==> config.mk <==
export PLATFORM = sky130hd
export DESIGN_NAME = e3s_rx_status_latch_irq
export DESIGN_NICKNAME = d
export VERILOG_FILES = /design/src/e3s_pkg.sv /design/src/e3s_rx_status_latch_irq.sv /design/src/e3s_w1c_reg.sv
export SDC_FILE = /design/constraint.sdc
export NUM_CORES = 1
export LEC_CHECK = 0
export BUFFER_PORTS_ARGS = -buffer_cell sky130_fd_sc_hd__buf_2
export CAP_MARGIN = 25
export CORE_ASPECT_RATIO = 1.75
export CORE_UTILIZATION = 36
export DETAILED_ROUTE_END_ITERATION = 10
export GPL_TIMING_DRIVEN = 0
export PLACE_DENSITY = 0.65
export SYNTH_ARGS = -nofsm -noshare
export SYNTH_HDL_FRONTEND = slang
export SYNTH_SLANG_ARGS = --single-unit
==> constraint.sdc <==
create_clock -name mclk -period 1.3 [get_ports mclk]
set_input_delay 0 -clock mclk [delete_from_list [all_inputs] [get_ports mclk]]
set_output_delay 0 -clock mclk [all_outputs]
set_load 0.01 [all_outputs]
==> src/e3s_pkg.sv <==
// Constants shared by the receive status, latch and interrupt enable bank
package e3s_pkg;

  // ==========================================================================
  // Widths
  localparam int DATA_W  = 16;
  localparam int CNT_W   = 16;
  localparam int IDX_W   = 8;
  localparam int WB_AW   = 32;
  localparam int WB_DW   = 32;

  // ==========================================================================
  // Register indices (byte address is four times the index)
  localparam logic [IDX_W-1:0] IDX_EXP_PAYLOAD  = 8'h22;
  localparam logic [IDX_W-1:0] IDX_STATUS_NOW   = 8'h24;
  localparam logic [IDX_W-1:0] IDX_CNT_NONZERO  = 8'h26;
  localparam logic [IDX_W-1:0] IDX_CHG_LATCHED  = 8'h28;
  localparam logic [IDX_W-1:0] IDX_EVT_LATCHED  = 8'h2a;
  localparam logic [IDX_W-1:0] IDX_IRQ_EN_FIRST = 8'h2c;
  localparam logic [IDX_W-1:0] IDX_IRQ_EN_SECOND = 8'h2e;
  localparam logic [IDX_W-1:0] IDX_MA_BYTE      = 8'h30;
  localparam logic [IDX_W-1:0] IDX_NR_GC_BYTE   = 8'h32;
  localparam logic [IDX_W-1:0] IDX_PORT_GATE    = 8'h40;

  // ==========================================================================
  // Bit positions of the change latches, status and first enable register
  localparam int B_TIMING   = 13;
  localparam int B_PT_UNST  = 12;
  localparam int B_PT_MISM  = 11;
  localparam int B_PT_CHG   = 10;
  localparam int B_UA1      = 8;
  localparam int B_GC       = 7;
  localparam int B_NR       = 6;
  localparam int B_COFA     = 5;
  localparam int B_LOF      = 4;
  localparam int B_RDI      = 3;
  localparam int B_AIS      = 2;
  localparam int B_OOF      = 1;
  localparam int B_LOS      = 0;

  // Event latches and count-nonzero bits
  localparam int B_REI_EV   = 10;
  localparam int B_PAR_EV   = 9;
  localparam int B_FRM_EV   = 8;
  localparam int B_REI_NZ   = 2;
  localparam int B_PAR_NZ   = 1;
  localparam int B_FRM_NZ   = 0;

  // Field positions in the other registers
  localparam int EPT_LSB    = 1;
  localparam int RPT_LSB    = 4;
  localparam int TI_LSB     = 0;
  localparam int GC_LSB     = 8;
  localparam int NR_LSB     = 0;
  localparam int GATE_BIT   = 0;

  // ==========================================================================
  // Implemented bit masks
  localparam logic [DATA_W-1:0] MASK_CHG     = 16'h3dff;
  localparam logic [DATA_W-1:0] MASK_EVT     = 16'h0707;
  localparam logic [DATA_W-1:0] MASK_STATUS  = 16'h191f;
  localparam logic [DATA_W-1:0] MASK_NONZERO = 16'h0007;

  // ==========================================================================
  // Reset values
  localparam logic [DATA_W-1:0] RST_IRQ_EN   = 16'h0000;
  localparam logic [DATA_W-1:0] RST_LATCH    = 16'h0000;
  localparam logic [2:0]        RST_EXP_PT   = 3'h0;
  localparam logic              RST_GATE     = 1'b0;

endpackage

==> src/e3s_rx_status_latch_irq.sv <==
// Receive status, latched change/event flags and interrupt enables of one port
module e3s_rx_status_latch_irq
  import e3s_pkg::*;
#(
  parameter int ALIGN_W = 16
) (
  input  wire logic                          mclk,
  input  wire logic                          reset,
  input  wire logic                          ce,
  // Wishbone slave
  input  wire logic                          wb_cyc_i,
  input  wire logic                          wb_stb_i,
  input  wire logic                          wb_we_i,
  input  wire logic [e3s_pkg::WB_AW-1:0]     wb_adr_i,
  input  wire logic [3:0]                    wb_sel_i,
  input  wire logic [e3s_pkg::WB_DW-1:0]     wb_dat_i,
  output logic      [e3s_pkg::WB_DW-1:0]     wb_dat_o,
  output logic                               wb_ack_o,
  // Receive framer status
  input  wire logic                          signal_absent_pin,
  input  wire logic                          frame_lost,
  input  wire logic                          remote_defect,
  input  wire logic                          alarm_ind,
  input  wire logic                          out_of_frame,
  input  wire logic                          unframed_all_ones,
  input  wire logic                          payload_unstable,
  input  wire logic [2:0]                    payload_type,
  input  wire logic [3:0]                    timing_source,
  input  wire logic [7:0]                    gc_byte_value,
  input  wire logic [7:0]                    nr_byte_value,
  input  wire logic                          align_load,
  input  wire logic [ALIGN_W-1:0]            align_value,
  input  wire logic                          remote_err_event,
  input  wire logic                          parity_err_event,
  input  wire logic                          framing_err_event,
  input  wire logic [e3s_pkg::CNT_W-1:0]     remote_err_count,
  input  wire logic [e3s_pkg::CNT_W-1:0]     parity_err_count,
  input  wire logic [e3s_pkg::CNT_W-1:0]     framing_err_count,
  // Status outputs
  output logic                               payload_mismatch,
  output logic                               port_irq
);

  // ==========================================================================
  // Helpers
  function automatic logic rise(input logic now, input logic was);
    rise = now & ~was;
  endfunction

  function automatic logic [DATA_W-1:0] lane_merge(input logic [DATA_W-1:0] old,
                                                   input logic [DATA_W-1:0] wdat,
                                                   input logic [1:0]        sel);
    lane_merge[7:0]  = sel[0] ? wdat[7:0]  : old[7:0];
    lane_merge[15:8] = sel[1] ? wdat[15:8] : old[15:8];
  endfunction

  function automatic logic [DATA_W-1:0] lane_mask(input logic [1:0] sel);
    lane_mask = {{8{sel[1]}}, {8{sel[0]}}};
  endfunction

  // ==========================================================================
  // Bus decode
  logic [IDX_W-1:0]  bus_idx;
  logic [DATA_W-1:0] bus_wdat;
  logic [1:0]        bus_sel;
  logic              bus_req;
  logic              wr_take;

  assign bus_idx  = wb_adr_i[IDX_W+1:2];
  assign bus_wdat = wb_dat_i[DATA_W-1:0];
  assign bus_sel  = wb_sel_i[1:0];
  assign bus_req  = wb_cyc_i & wb_stb_i;
  assign wr_take  = bus_req & wb_we_i & wb_ack_o;

  // ==========================================================================
  // Sampled status
  logic              primed;
  logic              los_now;
  logic              lof_now;
  logic              rdi_now;
  logic              ais_now;
  logic              oof_now;
  logic              ua1_now;
  logic              ptu_now;
  logic [2:0]        rpt_now;
  logic [3:0]        ti_now;
  logic [7:0]        gc_now;
  logic [7:0]        nr_now;
  logic [2:0]        nz_now;
  logic [ALIGN_W-1:0] align_now;
  logic              align_seen;

  always_ff @(posedge mclk) begin
    if (reset) begin
      primed <= 1'b0;
    end else if (ce) begin
      primed <= 1'b1;
    end
  end

  always_ff @(posedge mclk) begin
    if (reset) begin
      los_now <= 1'b0;
      lof_now <= 1'b0;
      rdi_now <= 1'b0;
      ais_now <= 1'b0;
      oof_now <= 1'b0;
      ua1_now <= 1'b0;
      ptu_now <= 1'b0;
      rpt_now <= 3'h0;
      ti_now  <= 4'h0;
      gc_now  <= 8'h00;
      nr_now  <= 8'h00;
    end else if (ce) begin
      los_now <= signal_absent_pin;
      lof_now <= frame_lost;
      rdi_now <= remote_defect;
      ais_now <= alarm_ind;
      oof_now <= out_of_frame;
      ua1_now <= unframed_all_ones;
      ptu_now <= payload_unstable;
      rpt_now <= payload_type;
      ti_now  <= timing_source;
      gc_now  <= gc_byte_value;
      nr_now  <= nr_byte_value;
    end
  end

  always_ff @(posedge mclk) begin
    if (reset) begin
      nz_now <= 3'h0;
    end else if (ce) begin
      nz_now[B_REI_NZ] <= |remote_err_count;
      nz_now[B_PAR_NZ] <= |parity_err_count;
      nz_now[B_FRM_NZ] <= |framing_err_count;
    end
  end

  // ==========================================================================
  // Expected payload type, mismatch status and port gate
  logic [2:0] exp_payload;
  logic       port_status_irq_gate;
  logic [DATA_W-1:0] ept_merged;
  logic [DATA_W-1:0] gate_merged;

  assign ept_merged  = lane_merge({12'h000, exp_payload, 1'b0}, bus_wdat, bus_sel);
  assign gate_merged = lane_merge({15'h0000, port_status_irq_gate}, bus_wdat, bus_sel);

  always_ff @(posedge mclk) begin
    if (reset) begin
      exp_payload <= RST_EXP_PT;
    end else if (ce && wr_take && bus_idx == IDX_EXP_PAYLOAD) begin
      exp_payload <= ept_merged[EPT_LSB+2:EPT_LSB];
    end
  end

  always_ff @(posedge mclk) begin
    if (reset) begin
      port_status_irq_gate <= RST_GATE;
    end else if (ce && wr_take && bus_idx == IDX_PORT_GATE) begin
      port_status_irq_gate <= gate_merged[GATE_BIT];
    end
  end

  always_ff @(posedge mclk) begin
    if (reset) begin
      payload_mismatch <= 1'b0;
    end else if (ce) begin
      payload_mismatch <= (payload_type != exp_payload);
    end
  end

  // ==========================================================================
  // Previous values for change detection
  logic              los_was;
  logic              lof_was;
  logic              rdi_was;
  logic              ais_was;
  logic              oof_was;
  logic              ua1_was;
  logic              ptu_was;
  logic              ptm_was;
  logic [2:0]        rpt_was;
  logic [3:0]        ti_was;
  logic [7:0]        gc_was;
  logic [7:0]        nr_was;
  logic [2:0]        nz_was;

  always_ff @(posedge mclk) begin
    if (reset) begin
      los_was <= 1'b0;
      lof_was <= 1'b0;
      rdi_was <= 1'b0;
      ais_was <= 1'b0;
      oof_was <= 1'b0;
      ua1_was <= 1'b0;
      ptu_was <= 1'b0;
      ptm_was <= 1'b0;
      rpt_was <= 3'h0;
      ti_was  <= 4'h0;
      gc_was  <= 8'h00;
      nr_was  <= 8'h00;
      nz_was  <= 3'h0;
    end else if (ce) begin
      los_was <= los_now;
      lof_was <= lof_now;
      rdi_was <= rdi_now;
      ais_was <= ais_now;
      oof_was <= oof_now;
      ua1_was <= ua1_now;
      ptu_was <= ptu_now;
      ptm_was <= payload_mismatch;
      rpt_was <= rpt_now;
      ti_was  <= ti_now;
      gc_was  <= gc_now;
      nr_was  <= nr_now;
      nz_was  <= nz_now;
    end
  end

  // Alignment of the last counter reload; the very first reload only records it
  logic align_differs;

  assign align_differs = align_load & align_seen & (align_value != align_now);

  always_ff @(posedge mclk) begin
    if (reset) begin
      align_now  <= '0;
      align_seen <= 1'b0;
    end else if (ce && align_load) begin
      align_now  <= align_value;
      align_seen <= 1'b1;
    end
  end

  // ==========================================================================
  // Set terms for the latches
  logic [DATA_W-1:0] chg_set;
  logic [DATA_W-1:0] evt_set;

  always_comb begin
    chg_set = '0;
    if (primed) begin
      chg_set[B_TIMING]  = (ti_now != ti_was);
      chg_set[B_PT_UNST] = rise(ptu_now, ptu_was);
      chg_set[B_PT_MISM] = rise(payload_mismatch, ptm_was);
      chg_set[B_PT_CHG]  = (rpt_now != rpt_was);
      chg_set[B_UA1]     = ua1_now ^ ua1_was;
      chg_set[B_GC]      = (gc_now != gc_was);
      chg_set[B_NR]      = (nr_now != nr_was);
      chg_set[B_LOF]     = lof_now ^ lof_was;
      chg_set[B_RDI]     = rdi_now ^ rdi_was;
      chg_set[B_AIS]     = ais_now ^ ais_was;
      chg_set[B_OOF]     = oof_now ^ oof_was;
      chg_set[B_LOS]     = los_now ^ los_was;
    end
    chg_set[B_COFA] = align_differs;
  end

  always_comb begin
    evt_set = '0;
    evt_set[B_REI_EV] = remote_err_event;
    evt_set[B_PAR_EV] = parity_err_event;
    evt_set[B_FRM_EV] = framing_err_event;
    if (primed) begin
      evt_set[B_REI_NZ] = rise(nz_now[B_REI_NZ], nz_was[B_REI_NZ]);
      evt_set[B_PAR_NZ] = rise(nz_now[B_PAR_NZ], nz_was[B_PAR_NZ]);
      evt_set[B_FRM_NZ] = rise(nz_now[B_FRM_NZ], nz_was[B_FRM_NZ]);
    end
  end

  // ==========================================================================
  // Latched registers, write one to clear
  logic [DATA_W-1:0] chg_clr;
  logic [DATA_W-1:0] evt_clr;
  logic [DATA_W-1:0] chg_latched;
  logic [DATA_W-1:0] evt_latched;

  assign chg_clr = (wr_take && bus_idx == IDX_CHG_LATCHED) ?
                   (bus_wdat & lane_mask(bus_sel)) : '0;
  assign evt_clr = (wr_take && bus_idx == IDX_EVT_LATCHED) ?
                   (bus_wdat & lane_mask(bus_sel)) : '0;

  e3s_w1c_reg #(
    .W    (DATA_W),
    .MASK (MASK_CHG)
  ) u_chg_latch (
    .mclk  (mclk),
    .reset (reset),
    .ce    (ce),
    .set   (chg_set),
    .clr   (chg_clr),
    .q     (chg_latched)
  );

  e3s_w1c_reg #(
    .W    (DATA_W),
    .MASK (MASK_EVT)
  ) u_evt_latch (
    .mclk  (mclk),
    .reset (reset),
    .ce    (ce),
    .set   (evt_set),
    .clr   (evt_clr),
    .q     (evt_latched)
  );

  // ==========================================================================
  // Interrupt enables, same bit positions as the latches
  logic [DATA_W-1:0] irq_en_first;
  logic [DATA_W-1:0] irq_en_second;

  always_ff @(posedge mclk) begin
    if (reset) begin
      irq_en_first <= RST_IRQ_EN;
    end else if (ce && wr_take && bus_idx == IDX_IRQ_EN_FIRST) begin
      irq_en_first <= lane_merge(irq_en_first, bus_wdat, bus_sel) & MASK_CHG;
    end
  end

  always_ff @(posedge mclk) begin
    if (reset) begin
      irq_en_second <= RST_IRQ_EN;
    end else if (ce && wr_take && bus_idx == IDX_IRQ_EN_SECOND) begin
      irq_en_second <= lane_merge(irq_en_second, bus_wdat, bus_sel) & MASK_EVT;
    end
  end

  // Port request: any set latch whose enable is 1, passed by the port gate
  always_ff @(posedge mclk) begin
    if (reset) begin
      port_irq <= 1'b0;
    end else if (ce) begin
      port_irq <= port_status_irq_gate &
                  (|(chg_latched & irq_en_first) |
                   |(evt_latched & irq_en_second));
    end
  end

  // ==========================================================================
  // Read mux
  logic [DATA_W-1:0] status_now;
  logic [DATA_W-1:0] rd_mux;

  always_comb begin
    status_now = '0;
    status_now[B_PT_UNST] = ptu_now;
    status_now[B_PT_MISM] = payload_mismatch;
    status_now[B_UA1]     = ua1_now;
    status_now[B_LOF]     = lof_now;
    status_now[B_RDI]     = rdi_now;
    status_now[B_AIS]     = ais_now;
    status_now[B_OOF]     = oof_now;
    status_now[B_LOS]     = los_now;
  end

  always_comb begin
    case (bus_idx)
      IDX_EXP_PAYLOAD:   rd_mux = {12'h000, exp_payload, 1'b0};
      IDX_STATUS_NOW:    rd_mux = status_now & MASK_STATUS;
      IDX_CNT_NONZERO:   rd_mux = {13'h0000, nz_now} & MASK_NONZERO;
      IDX_CHG_LATCHED:   rd_mux = chg_latched;
      IDX_EVT_LATCHED:   rd_mux = evt_latched;
      IDX_IRQ_EN_FIRST:  rd_mux = irq_en_first;
      IDX_IRQ_EN_SECOND: rd_mux = irq_en_second;
      IDX_MA_BYTE:       rd_mux = {9'h000, rpt_now, ti_now};
      IDX_NR_GC_BYTE:    rd_mux = {gc_now, nr_now};
      IDX_PORT_GATE:     rd_mux = {15'h0000, port_status_irq_gate};
      default:           rd_mux = '0;
    endcase
  end

  // ==========================================================================
  // Wishbone answer: ack one cycle after the request, then drop
  always_ff @(posedge mclk) begin
    if (reset) begin
      wb_ack_o <= 1'b0;
      wb_dat_o <= '0;
    end else if (ce) begin
      wb_ack_o <= bus_req & ~wb_ack_o;
      if (bus_req && !wb_ack_o) begin
        wb_dat_o <= {16'h0000, rd_mux};
      end
    end
  end

endmodule

==> src/e3s_w1c_reg.sv <==
// Bank of sticky flags, set by hardware and cleared by writing one
module e3s_w1c_reg #(
  parameter int                W    = 16,
  parameter logic [W-1:0]      MASK = '1
) (
  input  wire logic            mclk,
  input  wire logic            reset,
  input  wire logic            ce,
  input  wire logic [W-1:0]    set,
  input  wire logic [W-1:0]    clr,
  output logic      [W-1:0]    q
);

  // ==========================================================================
  // Set wins over a clear in the same cycle
  always_ff @(posedge mclk) begin
    if (reset) begin
      q <= '0;
    end else if (ce) begin
      q <= ((q & ~clr) | set) & MASK;
    end
  end

endmodule

### Word level (Yosys, flattened, before mapping)

Cells that the tools add are included.

* word-level logic and storage cells: 119
* output and inout bits: 35
* register bits: 146

* reduce and logical (&&, ||, !) cells: 22
* eq/ne operators: 16
* multiplexer cells: 7
* bitwise logic cells: 34

Operator list (number)
* case mux 16 bit (10 select lines): 1
* OR reduction 16 bit: 5
* equality test 8 x 6 -> 1 bit, second input constant: 9
* AND 14 bit: 3
* AND 11 bit: 2
* != test 16 bit: 1
* != test 8 bit: 2
* 2-to-1 mux 14 bit: 1
* NOT 14 bit: 1
* OR 14 bit: 1
* AND reduction 2 bit: 7
* AND 1 bit: 12
* 2-to-1 mux 11 bit: 1
* NOT 11 bit: 1
* OR 11 bit: 1
* logical AND 1 bit: 9
* equality test 8 x 7 -> 1 bit, second input constant: 1
* 2-to-1 mux 3 bit: 2
* != test 3 bit: 2
* NOT 1 bit: 6
* bitwise XOR 1 bit: 6
* 2-to-1 mux 5 bit: 1
* 2-to-1 mux 4 bit: 1
* != test 4 bit: 1
* 2 further kinds: 2

### Longest topological paths before layout

* depth after elaboration: 8
* mapped depth: 7

### Modules after synthesis

A second synthesis with hierarchy kept.

* cells, all modules: 845
* area total of the unflattened synthesis: 7474.7 µm²

By module, submodules not included
* e3s_rx_status_latch_irq: cells each 749, instances 1, area an instance 6563.8 µm², sequential area each 2542.4 µm²
* e3s_w1c_reg (u_chg_latch): cells each 60, instances 1, area an instance 588.1 µm², sequential area each 260.2 µm²
* e3s_w1c_reg (u_evt_latch): cells each 36, instances 1, area an instance 322.8 µm², sequential area each 120.1 µm²

### Worst setup path after synthesis

Ideal clock, no wire load.

* kind: flip-flop to flip-flop
* start: register wb_ack_o
* end: register u_chg_latch.q[13]
* slack: -0.123 ns
* period minus slack after synthesis: 1.423 ns
* arrival time: 1.308 ns
* stages on the path, launching flop included: 6
* cell sequence: dfxtp_1 > nand3_1 > nor2_2 > and3_1 > a21boi_0 > o21ba_2

* cells in the longest elaborated chain, start to end: 6

Ends and longest elaborated chain
* start, declared: RTL line e3s_rx_status_latch_irq.sv:18 `output logic wb_ack_o,`
* start signal, assigned: RTL line e3s_rx_status_latch_irq.sv:380 `wb_ack_o <= bus_req & ~wb_ack_o;`
* AND 1 bit: RTL line e3s_rx_status_latch_irq.sv:73 `assign wr_take = bus_req & wb_we_i & wb_ack_o;`
* logical AND 1 bit: RTL line e3s_rx_status_latch_irq.sv:279 `assign chg_clr = (wr_take && bus_idx == IDX_CHG_LATCHED) ?`
* 2-to-1 mux 14 bit: RTL line e3s_rx_status_latch_irq.sv:279
* NOT 14 bit: RTL line e3s_w1c_reg.sv:20 `q <= ((q & ~clr) | set) & MASK;`
* AND 14 bit: RTL line e3s_w1c_reg.sv:20
* OR 14 bit: RTL line e3s_w1c_reg.sv:20
* end signal, assigned: RTL line e3s_w1c_reg.sv:20
* end, declared: RTL line e3s_w1c_reg.sv:11 `output logic [W-1:0] q`

Every way passes these cells.
A chain may end at the register's enable or synchronous reset.

### Final worst setup path

* start: register irq_en_second[2]
* end: register wb_dat_o[2] (netlist bit)

* cells in the longest elaborated chain, start to end: 1

Ends and longest elaborated chain
* start, declared: RTL line e3s_rx_status_latch_irq.sv:311 `logic [DATA_W-1:0] irq_en_second;`
* start signal, assigned: RTL line e3s_rx_status_latch_irq.sv:325 `irq_en_second <= lane_merge(irq_en_second, bus_wdat, bus_sel) & MASK_EVT;`
* case mux 16 bit (10 select lines): RTL line e3s_rx_status_latch_irq.sv:358 `case (bus_idx)`
* end signal, assigned: RTL line e3s_rx_status_latch_irq.sv:382 `wb_dat_o <= {16'h0000, rd_mux};`
* end, declared: RTL line e3s_rx_status_latch_irq.sv:17 `output logic [e3s_pkg::WB_DW-1:0] wb_dat_o,`

Every way passes these cells.

==> run_results.csv <==
group,metric,value,unit
outcome,status,"finished, violations left",
outcome,violations,"hold timing, setup timing",
placed_design,dpl-instance-area,7888,µm²
cells_and_area,syn_to_final_growth,44.72,%
min_path,worst_hold_path.endpoint,"wb_ack_o",
clocking,numCtsBuffers,17,
pwr,power_per_cell_area,1159,nW/µm²
grt,grt_pass1_vias,6555,
die,die_h,183.8,µm
placed_design,dp_slack,-0.8671,ns
sta,slew_headroom,0.5014,
setup_path,startpoint_type,"flip-flop",
logic_synthesis,synth-seq-cells,146,
logic_synthesis,syn_inst,759,
die,core_area,18500,µm²
clocking,cts.sinks,146,
drt,drt_wl_total,22430,µm
sta,clock_skew,0.01140,ns
drt,firstDrtPassIters,5,
clocking,clk_latency,0.43,ns
setup_path,crit_arrival,1.75,ns
clocking,cts_tree,"done",
pwr,power,0.01140,W
sta,whs,-0.007033,ns
sta,worst_slew_pin_slew,0.7479,ns
die,die_x,105.9,µm
logic_synthesis,synthFlopType,"dfxtp_1",
logic_synthesis,seq_area_frac_synth,0.4301,
sta,period_needed,1.441,ns
drt,drc,0,
grt,grt_pass1_wl,34250,µm
drt,via_count,6653,
pwr,vdd_drop_max,1.050,mV
min_path,min_path_type,"primary input to flip-flop",
clocking,cts_root_buffer,"clkbuf_16",
grt,grt_max_degree,17,
clocking,htreeDepth,4,
setup_path,timing.rr.start,"irq_en_second[2]",
sta,clock.fmax,694.1,MHz
cells_and_area,stdcell_count,1270,
logic_synthesis,synth_area,6795,µm²
setup_path,rrSetupSlack,-0.14,ns
drt,drtIter0Drc,337,
grt,grt_overflow,0,
setup_path,cp_slowest_cell,"dfxtp_2",
pwr,clkPwrFrac,0.461,
pwr,p_leak,4.265,nW
pwr,switchingPower,0.002966,W
clocking,clk_pin_slew,0.07,ns
placed_design,place_inst,1155,
setup_path,crit_required,1.61,ns
grt,gr-usage-all-layers,0.2320,
pwr,p_int,0.008434,W
die,rows,66,
clocking,cts_buffer_depth,2,
pwr,seqPwrFrac,0.421,
setup_path,r2r_cells,5,
sta,setup_viol,43,
grt,antenna_found_initial,0,
setup_path,cp_top_family,"compound AO/OA/AOI/OAI gates",
logic_synthesis,synth.distinct_cells,58,
sta,hold_violations,1,
sta,slew_viol_final,0,
logic_synthesis,synth-async-reset-ratio,0,
drt,ant_nets,0,
sta,layout_setup_ws,-0.1406,ns
logic_synthesis,syn_avg_cell_area,8.953,µm²
pwr,p_sw_frac,0.2602,
cells_and_area,postLayoutCellArea,9834,µm²
placed_design,hpwlAfterDp,16420,µm
setup_path,crit_path_max_incr_delay,0.33,ns
setup_path,critPathCaptureType,"flip-flop",
setup_path,cp_cell_sequence,"mux2_2, a32oi_1, o211ai_1, a221oi_2, o21ai_1",
drt,vias_per_cell,5.239,
drt,wl_per_cell,17.66,µm
setup_path,r2r_end,"wb_dat_o[2]",
die,io_pins,207,
setup_path,critPathBufInv,0,
sta,final.period_utilization,1.108,
cells_and_area,drive_above_1_share,0.3217,
logic_synthesis,synth_edf_count,0,
min_path,whs_path_depth,4,
pwr,pwr-share-comb,0.118,
setup_path,critPathMaxFanout,3,
cells_and_area,antenna_cells,0,
flow_run,max-cap-violations,0,
cells_and_area,nets,1191,
die,start_util,0.3674,
placed_design,gp_congestion,0.9115,
die,die-area,19450,µm²
setup_path,worst-path-stages,5,
setup_path,path_class,"flip-flop to flip-flop",
sta,rsz0062_at_grt,"yes",
logic_synthesis,yosysWarnings,0,
placed_design,io_buffer_count,143,
min_path,hold_start,"wb_cyc_i",
==> registers in the layout (all words and copies together), names as in the netlist, 8 cells and up <==
register       cells
align_now         16
wb_dat_o          16
irq_en_first      13
u_chg_latch.q     13
gc_now             8
gc_was             8
nr_now             8
nr_was             8
==> synthesized netlist by cell type, types with 3 or more instances <==
master	n	area, µm²
and4_1	4	35.03
nand4_1	10	62.56
nor4_1	22	137.6
xor2_1	38	332.8
buf_4	16	120.1
clkbuf_1	25	93.84
xnor2_1	10	87.58
a22oi_1	11	82.58
buf_1	5	18.77
nand2_1	82	307.8
o21ai_0	16	80.08
nor2_1	93	349.1
and3_1	5	31.28
o21ba_2	3	30.03
buf_2	14	70.07
dfxtp_1	146	2923
mux2i_1	84	840.8
a32oi_1	5	43.79
nor2b_1	4	25.02
a22o_1	6	52.55
mux2_2	5	56.30
o22a_1	3	26.28
a21oi_1	59	295.3
a211oi_1	6	45.04
o2bb2ai_1	3	26.28
nor3_1	3	15.01
nand3b_1	3	22.52
a21boi_0	3	22.52
nand3_1	21	105.1
inv_1	4	15.01
a311oi_1	7	61.31
a221oi_1	4	35.03
==> power by group through the flow <==
stage / Clock, W / Sequential [W] / Combinational [W]
finish: 0.00525 / 0.00480 / 0.00134
floorplan: 0 / 0.00484 / 0.000658
global route: 0.00551 / 0.00482 / 0.00145
detailed placement: 0 / 0.00490 / 0.00108
CTS: 0.00532 / 0.00480 / 0.00127
global placement: 0 / 0.00489 / 0.00107
==> per-stage QoR <==
stage | utilization | setup TNS (ns) | hold slack, ns
finish | 0.5317 | -2.419 | -0.007033
global route | 0.5317 | -4.799 | 0.01159
CTS | 0.5106 | -4.660 | 0.001599
detailed placement | 0.4264 | -75.22 | 0.2277
global placement | 0.4264 | -70.59 | 0.2268
floorplan | - | -0.6557 | 0.1097
==> cells in the final DEF (no fill, tap or decap), drive strengths merged, types with 6 or more instances in the layout <==
cell type,netlist,final
a211oi,6,6
a21oi,59,59
a22o,6,6
a22oi,11,11
a311oi,7,7
buf,37,198
clkbuf,25,44
conb,1,16
dfxtp,146,146
dlygate4sd3,0,64
inv,4,11
mux2i,84,84
nand2,83,83
nand3,21,21
nand4,10,10
nor2,95,95
nor3,6,6
nor4,23,23
o21ai,18,18
xnor2,10,10
xor2,38,38
==> routing by layer <==
| metal | GRT usage | vias to the layer above | routed length [µm] |
|---|---|---|---|
| met5 | 0 | - | 0 |
| met4 | 0.1539 | 0 | 1469 |
| met3 | 0.04006 | 83 | 1117 |
| met2 | 0.4256 | 261 | 11580 |
| met1 | 0.2385 | 3115 | 8266 |
| li1 | - | 3194 | - |
==> area by class of cell <==
cell class,count,area [µm²]
Fill cell,1702,8663
Multi-Input combinational cell,562,3974
Sequential cell,146,2935
Timing Repair Buffer,228,1614
Clock buffer,18,439.2
Buffer,60,369.1
Tap cell,238,297.8
Clock inverter,14,190.2
Inverter,4,15.01
==> how the worst max path moves through the flow <==
stage                             endpoint              from  slack, ns
after floorplan           irq_en_first[13]       wb_adr_i[9]      -0.06
after global placement    payload_mismatch                ce      -0.81
after detailed placement  payload_mismatch                ce      -0.87
after CTS                     wb_dat_o[10]          wb_ack_o      -0.19
after global routing           wb_dat_o[2]  irq_en_second[2]      -0.16
final                          wb_dat_o[2]  irq_en_second[2]      -0.14
==> kinds of logic after synthesis <==
kind of cell              after synthesis  synth area share
DFF                                   146            0.4301
muxes                                  90            0.1353
AOI/OAI and AO/OA                     141            0.1346
other                                   1         0.0005519
and+or+nand+nor                       267            0.1874
buffers and inverters                  66           0.05008
xor gates and xnor gates               48           0.06187
==> what timing repair did <==
item / 4_1_cts / 5_1_grt
hold buffers: 64 / 0
gates resized for setup: 56 / 88
endpoints found under the hold margin: 83 / 0
pin swaps: 32 / 45
buffers inserted: 12 / 6
cloned: 1 / 2
setup endpoints to repair: 129 / 62
==> worst min-delay path, stage by stage <==
cell      delay [ns]
buf_2           0.11
nand4b_1        0.10
buf_6           0.12
a21oi_1         0.05
Power figures use the tool's default switching activity.
